===== config.mk =====
export PLATFORM = sky130hd
export DESIGN_NAME = interrupt_vector_priority_unit
export DESIGN_NICKNAME = d
export VERILOG_FILES = /design/src/rtl/interrupt_vector_priority_unit.v
export VERILOG_INCLUDE_DIRS = /design/src /design/src/rtl
export SDC_FILE = /design/constraint.sdc
export NUM_CORES = 1
export LEC_CHECK = 0
export BUFFER_PORTS_ARGS = -buffer_cell sky130_fd_sc_hd__buf_2
export CAP_MARGIN = 15
export CORE_ASPECT_RATIO = 1.75
export CORE_MARGIN = 2
export CORE_UTILIZATION = 45
export DETAILED_ROUTE_END_ITERATION = 10
export GPL_ROUTABILITY_DRIVEN = 0
export HOLD_SLACK_MARGIN = 0.12
export PLACE_DENSITY = 0.74
export SYNTH_ARGS = -nofsm -noshare
export SYNTH_HDL_FRONTEND = slang
export SYNTH_SLANG_ARGS = --single-unit

===== constraint.sdc =====
create_clock -name clk_in -period 4.25 [get_ports clk_in]
set_clock_uncertainty 0.1 [all_clocks]
set_input_delay 0.2125 -clock clk_in [delete_from_list [all_inputs] [get_ports clk_in]]
set_output_delay 0.2125 -clock clk_in [all_outputs]
set_load 0.005 [all_outputs]

===== src/rtl/irq_unit_regs.vh =====
// constants for the interrupt vector and priority unit
// assumes an APB slave with 32-bit words and a 100 MHz clock
`ifndef IRQ_UNIT_REGS_VH
`define IRQ_UNIT_REGS_VH

// register byte offsets
`define OFS_CONDITION_CODE   12'h000
`define OFS_EXT_SENSE        12'h004
`define OFS_PERIPH_ENABLE    12'h008
`define OFS_PERIPH_FLAG      12'h00C
`define OFS_PERIPH_CLEAR     12'h010
`define OFS_CORE_STATUS      12'h014
`define OFS_LINE_STATE       12'h018

// reset values
`define RST_MASK_BIT         1'b1
`define RST_EXT_SENSE        8'h00
`define RST_PERIPH_ENABLE    6'h00

// sensitivity codes
`define SENSE_FALL_LOW       2'b00
`define SENSE_RISE           2'b01
`define SENSE_FALL           2'b10
`define SENSE_BOTH           2'b11

// vectors
`define VEC_RESET            16'hFFFE
`define VEC_TRAP             16'hFFFC
`define VEC_SRC0             16'hFFFA

// halt-capable peripheral sources (source 7..12, bit 0 = source 7)
`define HALT_WAKE_PERIPH     6'b110100

// peripheral sources are 7..12
`define PERIPH_FIRST         4'd7
`define NUM_PERIPH           6

`endif


===== src/rtl/interrupt_vector_priority_unit.v =====
// interrupt vector and priority unit of a small 8-bit controller core
// assumes a core sequencer that asks at instruction end and an APB master
`include "irq_unit_regs.vh"
`timescale 1ns/1ps
`default_nettype none

module interrupt_vector_priority_unit (
    input  wire        clk_in,
    input  wire        reset_n_in,
    input  wire        clk_en_in,
    // apb slave
    input  wire        psel_in,
    input  wire        penable_in,
    input  wire        pwrite_in,
    input  wire [11:0] paddr_in,
    input  wire [31:0] pwdata_in,
    output reg  [31:0] prdata_out,
    output reg         pready_out,
    output reg         pslverr_out,
    // external lines, each a combined pin group
    input  wire [3:0]  ext_irq_line_in,
    input  wire [3:0]  ext_pin_low_in,
    // peripheral flags, bit 0 = source 7 .. bit 5 = source 12
    input  wire [5:0]  periph_flag_set_in,
    input  wire [5:0]  periph_seq_clear_in,
    // core sequencer
    input  wire        instr_end_in,
    input  wire        trap_exec_in,
    input  wire        interrupt_return_instruction_exec_in,
    input  wire        wait_mode_in,
    input  wire        halt_mode_in,
    output reg         irq_ack_out,
    output reg  [15:0] vector_addr_out,
    output reg         push_context_out,
    output reg         pop_context_out,
    output reg         mask_bit_out,
    output reg         wake_out
);

    localparam ST_RUN   = 2'd0;
    localparam ST_STACK = 2'd1;
    localparam ST_FETCH = 2'd2;

    // sequencer
    reg  [1:0] state_q;
    reg  [1:0] state_d;
    reg        trap_pend_q;
    reg  [3:0] win_src_q;

    // external lines
    reg  [7:0] sense_q;
    reg  [3:0] ext_pend_q;
    reg  [3:0] ext_prev_q;

    // peripheral sources
    reg  [5:0] periph_en_q;
    reg  [5:0] periph_flag_q;

    // apb: access phase starts the answer, the ready edge commits a write
    wire       apb_acc  = psel_in & penable_in & ~pready_out;
    wire       apb_done = psel_in & penable_in & pready_out;
    wire       apb_wr   = apb_done & pwrite_in;

    // address decode, one select per writable register word
    wire       sel_cc    = (paddr_in == `OFS_CONDITION_CODE);
    wire       sel_sense = (paddr_in == `OFS_EXT_SENSE);
    wire       sel_en    = (paddr_in == `OFS_PERIPH_ENABLE);
    wire       sel_flag  = (paddr_in == `OFS_PERIPH_FLAG);
    wire       sel_clr   = (paddr_in == `OFS_PERIPH_CLEAR);

    wire       sense_wr = apb_wr & sel_sense & mask_bit_out;
    wire       cc_wr    = apb_wr & sel_cc;
    wire       pf_wr    = apb_wr & sel_flag;
    wire       pc_wr    = apb_wr & sel_clr;
    wire       pe_wr    = apb_wr & sel_en;

    // per-line event detection and latch
    wire [3:0] ext_event;
    wire [3:0] ext_lvl;
    wire [3:0] ext_clr;
    wire [3:0] ext_src;
    genvar g;
    generate
        for (g = 0; g < 4; g = g + 1) begin : g_ext
            wire [1:0] code = sense_q[2*g+1:2*g];
            wire       cur  = ext_irq_line_in[g];
            wire       prv  = ext_prev_q[g];
            wire       rise = cur & ~prv;
            wire       fall = ~cur & prv;
            // a low pin of the group blocks the rising event in rise-only sensitivity
            wire       rise_ok = rise & ~ext_pin_low_in[g];
            reg        ev;
            always @* begin
                ev = 1'b0;
                case (code)
                    `SENSE_RISE: ev = rise_ok;
                    `SENSE_FALL: ev = fall;
                    `SENSE_BOTH: ev = rise | fall;
                    default:     ev = 1'b0;
                endcase
            end
            assign ext_event[g] = ev;
            assign ext_lvl[g] = (code == `SENSE_FALL_LOW) & ~cur;
            assign ext_clr[g] = sense_wr &
                (pwdata_in[2*g+1:2*g] != code);
            assign ext_src[g] = ext_pend_q[g] | ext_lvl[g];
        end
    endgenerate

    // request vector in priority order: bit 1..4 external, 7..12 periph
    wire [13:0] req;
    assign req[0]    = 1'b0;
    assign req[4:1]  = ext_src;
    assign req[6:5]  = 2'b00;
    assign req[12:7] = periph_flag_q & periph_en_q;
    assign req[13]   = 1'b0;

    // lowest pending source number wins
    reg  [3:0] win_d;
    reg        win_any;
    integer    i;
    always @* begin
        win_d   = 4'd0;
        win_any = 1'b0;
        for (i = 13; i >= 0; i = i - 1) begin
            if (req[i]) begin
                win_d   = i[3:0];
                win_any = 1'b1;
            end
        end
    end

    wire take_trap = trap_pend_q | trap_exec_in;
    wire take_mask = win_any & ~mask_bit_out;
    wire accept    = (state_q == ST_RUN) & instr_end_in &
                     (take_trap | take_mask);

    // halt wake: any external line, or an enabled halt-capable flag
    wire       ext_any    = |ext_src;
    wire [5:0] periph_req = req[12:7];
    wire       halt_per   = |(periph_req & `HALT_WAKE_PERIPH);
    wire       halt_ok    = ext_any | halt_per;

    // sequencer next state: no new accept while stacking and fetching
    always @* begin
        state_d = state_q;
        case (state_q)
            ST_RUN: begin
                if (accept) begin
                    state_d = ST_STACK;
                end
            end
            ST_STACK: begin
                state_d = ST_FETCH;
            end
            ST_FETCH: begin
                state_d = ST_RUN;
            end
            default: begin
                state_d = ST_RUN;
            end
        endcase
    end

    // read mux, unmapped words read as zero
    reg [31:0] rd_d;
    always @* begin
        rd_d = 32'h0;
        case (paddr_in)
            `OFS_CONDITION_CODE: rd_d = {31'h0, mask_bit_out};
            `OFS_EXT_SENSE:      rd_d = {24'h0, sense_q};
            `OFS_PERIPH_ENABLE:  rd_d = {26'h0, periph_en_q};
            `OFS_PERIPH_FLAG:    rd_d = {26'h0, periph_flag_q};
            `OFS_PERIPH_CLEAR:   rd_d = 32'h0;
            `OFS_CORE_STATUS:    rd_d = {26'h0, state_q, win_src_q};
            `OFS_LINE_STATE:     rd_d = {24'h0, ext_pend_q, ext_src};
            default:             rd_d = 32'h0;
        endcase
    end
    wire unmapped = (paddr_in > `OFS_LINE_STATE) | (paddr_in[1:0] != 2'b00);

    // one-hot clear of the external line entered at this accept
    reg  [3:0] ext_take;
    always @* begin
        ext_take = 4'h0;
        if (accept & ~take_trap) begin
            case (win_d)
                4'd1:    ext_take = 4'b0001;
                4'd2:    ext_take = 4'b0010;
                4'd3:    ext_take = 4'b0100;
                4'd4:    ext_take = 4'b1000;
                default: ext_take = 4'h0;
            endcase
        end
    end

    // software clears: write 0 to the flag word, or 1 to the clear word
    wire [5:0] pf_zero_clr = pf_wr ? ~pwdata_in[5:0] : 6'h00;
    wire [5:0] pc_one_clr  = pc_wr ? pwdata_in[5:0] : 6'h00;

    // vector of the winner: two bytes per source below source 0
    wire [15:0] vec_d     = take_trap ? `VEC_TRAP :
                            (`VEC_SRC0 - {11'h0, win_d, 1'b0});
    wire [3:0]  win_tag_d = take_trap ? 4'hF : win_d;
    wire        ret_take  = interrupt_return_instruction_exec_in & (state_q == ST_RUN) & ~accept;

    // wake conditions
    wire        wait_wake = wait_mode_in & (win_any | take_trap);
    wire        halt_wake = halt_mode_in & halt_ok;

    // apb response: ready one cycle after the access phase starts
    always @(posedge clk_in or negedge reset_n_in) begin
        if (!reset_n_in) begin
            prdata_out  <= 32'h0;
            pready_out  <= 1'b0;
            pslverr_out <= 1'b0;
        end else if (clk_en_in) begin
            pready_out  <= apb_acc;
            pslverr_out <= apb_acc & unmapped;
            if (apb_acc & ~pwrite_in) begin
                prdata_out <= rd_d;
            end
        end
    end

    // sequencer state and a trap held until a boundary comes
    always @(posedge clk_in or negedge reset_n_in) begin
        if (!reset_n_in) begin
            state_q     <= ST_RUN;
            trap_pend_q <= 1'b0;
        end else if (clk_en_in) begin
            state_q <= state_d;
            if (trap_exec_in & ~accept) begin
                trap_pend_q <= 1'b1;
            end else if (accept & take_trap) begin
                trap_pend_q <= 1'b0;
            end
        end
    end

    // external lines: previous level, sensitivity, edge latch
    always @(posedge clk_in or negedge reset_n_in) begin
        if (!reset_n_in) begin
            ext_prev_q <= 4'hF;
            sense_q    <= `RST_EXT_SENSE;
            ext_pend_q <= 4'h0;
        end else if (clk_en_in) begin
            ext_prev_q <= ext_irq_line_in;
            if (sense_wr) begin
                sense_q <= pwdata_in[7:0];
            end
            // a new edge wins over a clear in the same cycle
            ext_pend_q <= (ext_pend_q & ~ext_clr & ~ext_take)
                          | ext_event;
        end
    end

    // peripheral enables and flags; a new flag wins over a clear
    always @(posedge clk_in or negedge reset_n_in) begin
        if (!reset_n_in) begin
            periph_en_q   <= `RST_PERIPH_ENABLE;
            periph_flag_q <= 6'h00;
        end else if (clk_en_in) begin
            if (pe_wr) begin
                periph_en_q <= pwdata_in[5:0];
            end
            periph_flag_q <= (periph_flag_q & ~pf_zero_clr & ~pc_one_clr
                              & ~periph_seq_clear_in)
                             | periph_flag_set_in;
        end
    end

    // core handshake: acknowledge, push, vector, mask and return
    always @(posedge clk_in or negedge reset_n_in) begin
        if (!reset_n_in) begin
            mask_bit_out     <= `RST_MASK_BIT;
            win_src_q        <= 4'h0;
            irq_ack_out      <= 1'b0;
            vector_addr_out  <= `VEC_RESET;
            push_context_out <= 1'b0;
            pop_context_out  <= 1'b0;
        end else if (clk_en_in) begin
            irq_ack_out      <= accept;
            push_context_out <= accept;
            pop_context_out  <= ret_take;
            if (accept) begin
                mask_bit_out    <= 1'b1;
                win_src_q       <= win_tag_d;
                vector_addr_out <= vec_d;
            end else if (ret_take) begin
                mask_bit_out <= 1'b0;
            end else if (cc_wr) begin
                mask_bit_out <= pwdata_in[0];
            end
        end
    end

    // wake request: any source in wait, halt-capable ones in halt
    always @(posedge clk_in or negedge reset_n_in) begin
        if (!reset_n_in) begin
            wake_out <= 1'b0;
        end else if (clk_en_in) begin
            wake_out <= wait_wake | halt_wake;
        end
    end

endmodule

`default_nettype wire


==> summary.md <==
| Metric | Value |
|---|---|
| Run status | completed |
| Place WS | 1.953 ns |
| Max incr delay on CP | 0.56 ns |
| Setup repair bufs after CTS | 0 |
| Highest clock rate | 385.7 MHz |
| Largest net degree at the start of global routing | 55 |
| Initial Utilization | 46.45% |
| PortBufs | 70 |
| PostCTS Resize Cnt | 0 |
| Half-perimeter wire length after placement | 6463 um |
| M2 GR Usage | 35.11% |
| I/O pins | 130 |
| Sequential element share of the synthesized area | 38.80% |
| Global routing's busiest layer | met2 |
| Arr. time, crit path | 2.73 ns |
| P_int | 0.0009453 W |
| Final Worst Setup Slack | 1.657 ns |
| Hold Path Class | in -> reg |
| Worst-Margin Slew | 0.9029 ns |
| 1st-pass router iterations | 4 |
| Clk root buf | clkbuf_16 |
| Max-Cap Viols | 0 |
| DIE AREA | 0.008561 mm^2 |
| Max-slew violation count | 0 |
| DRC | 0 |
| Clock sinks | 54 |
| Final hold violation count | 0 |
| Worst-path cell chain | dlygate4sd3_1 -> buf_2 -> nor3_1 -> nor4_4 -> and2_1 -> nand4_1 -> nand2_1 -> a31oi_1 -> dlygate4sd3_1 |
| Netlist cell types | 57 |
| Endpoint class of the critical path | flip-flop |
| Switching Share | 26.58% |
| M1 GR Usage | 22.52% |
| Final Util | 54.33% |
| CP Max Fanout | 5 |
| Synth top area share | 31.33% |
| Synth area leader | dfrtp_1 |
| Reg2reg setup slack | 1.75 ns |
| First-pass GRT wire length | 13770 um |
| Clk slew on worst S/H paths | 0.07 ns |
| Kind of critical path | in -> reg |
| Chip height | 120.9 um |
| Commonest cells after routing, fill and taps aside | buf_2 (70), dfrtp_1 (44), nor2_1 (36) |
| Antenna viol nets, final | 0 |
| Final instance area | 0.004111 mm^2 |
| CP dominant cell by count | dlygate4sd3_1 |
| Leakage power | 1.907 nW |
| Ant diodes | 0 |
| Register share of total power | 47.5% |
| Clock insertion delay at the later pin of the skew report | 0.30 ns |
| # fillers | 701 |
| Final setup vio count | 0 |
| Psw | 0.0003422 W |
| # H-tree levels | 2 |
| Row Count | 42 |
| Die X | 70.81 um |
| Post-synth EDFFs | 0 |
| Max VDD drop | 0.2340 mV |
| Synth warnings | 0 |
| Synth Flop Type | dfrtp_1 |
| Drt total wl | 8573 um |
| Power Density | 313.1 mW/mm^2 |
| Met3 Use GR | 3.821% |
| Critical Path Slowest Stage Cell | dlygate4sd3_1 |
| Hold_ws | 0.1221 ns |
| FF+latch count, synth | 54 |
| Placement Cell Area | 0.003779 mm^2 |
| Syn_area_per_cell | 9.273 um^2 |
| Antenna violations before repair | 0 |
| Gate count of the mapped netlist | 379 |
| CTS tree | done |
| Nets | 542 |
| Vias in the first global route | 2857 |
| Grt ovf | 0 |
| Clock Power Share | 35.4% |
| FFs w/ async S/R, synth | 100.0% |
| Slew margin rel. | 39.34% |
| Iteration-0 DRC count of the detailed router | 157 |
| Layout area overhead | 16.98% |
| Logic pwr share | 17.1% |
| Via count | 3047 |
| Core area | 0.007567 mm^2 |
| Commonest non-fill, non-tap cell in the layout | buf_2 |
| Critical Path Source Type | input pin |
| CTS max path bufs | 2 |
| Unrepaired setup endpoints after global routing | no |
| Setup TNS | 0 ns |
| Wire per inst | 15.64 um |
| Dominant cells by area after synthesis | dfrtp_1 (31%), buf_4 (7.7%), dfstp_2 (7.5%), mux2_2 (4.8%), o21ai_0 (4.3%) |
| Global Route Usage Sum | 20.65% |
| Final Critical Period | 2.593 ns |
| TritonCTS buffer count | 5 |
| Final period util | 61.00% |
| Average via count per standard cell | 5.560 |
| # hold bufs at CTS | 17 |
| Critical path data required time | 4.39 ns |
| Fraction of layout cells with a size suffix above 1 | 24.78% |
| Mapped Area | 0.003515 mm^2 |
state kept, by name, summed over array words and instances (netlist names):
register,flops
periph_flag_q,6
ext_prev_q,4
win_src_q,4
push_context_out,1
vector_addr_out,5
pslverr_out,1
periph_en_q,6
prdata_out,8
state_q,2
pready_out,1
sense_q,8
pop_context_out,1
ext_pend_q,4
trap_pend_q,1
mask_bit_out,1
wake_out,1
stage by stage:
stage	cells	power, W
2_1_floorplan	412	0.0007565
3_3_place_gp	523	0.0008177
3_5_place_dp	523	0.0008281
4_1_cts	548	0.001297
5_1_grt	548	0.001346
6_report	548	0.001287
cell usage after synthesis (3+ instances only):
library cell  instances
and3_1                7
nor3b_1               3
and2_1                5
buf_2                 4
nand3b_1              3
a22oi_1               3
xor2_1                5
a21oi_1              19
xnor2_1               4
dfstp_2              10
buf_4                36
nor2b_1               5
mux2i_1               9
o21a_1                3
nand4_1               4
nand3_1               4
o22ai_1               3
clkbuf_1              5
ha_1                  8
o211ai_1              6
mux2_2               15
inv_1                15
a31oi_1               8
nand2b_1              5
a22o_1               15
nand2_1              26
o21ai_0              30
nor2_1               36
nor3_1                5
dfrtp_1              44
kinds of logic (layout without fill, tap and decap cells):
logic type / Yosys count / count (layout) / synth area share, %
compound gates: 100 / 100 / 18.87
xor+xnor: 9 / 9 / 2.243
buf+inv: 63 / 111 / 10.93
other cells: 2 / 35 / 0.2137
fa+ha+maj: 8 / 8 / 2.848
simple gates: 119 / 119 / 18.73
mux: 24 / 24 / 7.369
flops: 54 / 54 / 38.80
worst max-delay path, delay by kind of cell:
family                 cells  cell delay [ns]
and+or+nand+nor            5             1.10
AOI/OAI and AO/OA          1             0.17
buffers and inverters      3             1.25
per-layer routing:
layer  share of wire (%)  vias up  wire (um)
met5                   0        -          0
met4                 6.4        0        552
met3                 7.1       36        608
met2                  51      157       4398
met1                  35     1408       3014
li1                    -     1446          -
area by class of cell:
cell class	count	area, um^2	share of cell area, %
Sequential cell	54	1364	33.17
Clock buffer	7	132.6	3.226
Multi-Input combinational cell	295	1891	45.98
Tap cell	88	110.1	2.678
Clock inverter	1	30.03	0.7304
Inverter	15	56.30	1.369
Timing Repair Buffer	88	528.0	12.84
final timing paths:
kind / start / end / depth (start not counted)
setup reg to reg: sense_q[1] / wake_out / 7
hold reg to reg: vector_addr_out[1] / vector_addr_out[1] / 2
min in group asynchronous: reset_n_in / periph_flag_q[5] / 3
hold / removal: pwdata_in[5] / periph_en_q[5] / 2
setup / recovery: ext_irq_line_in[2] / wake_out / 9
max in group asynchronous: reset_n_in / prdata_out[6] / 3
power groups by stage:
stage / registers [W] / logic (W) / clock network (W)
CTS: 0.000611 / 0.000221 / 0.000465
global placement: 0.000617 / 0.000200 / 0
global route: 0.000616 / 0.000247 / 0.000483
detailed placement: 0.000620 / 0.000208 / 0
finish: 0.000612 / 0.000220 / 0.000455
floorplan: 0.000606 / 0.000151 / 0
No activity file was read; power rests on OpenSTA's default activity.
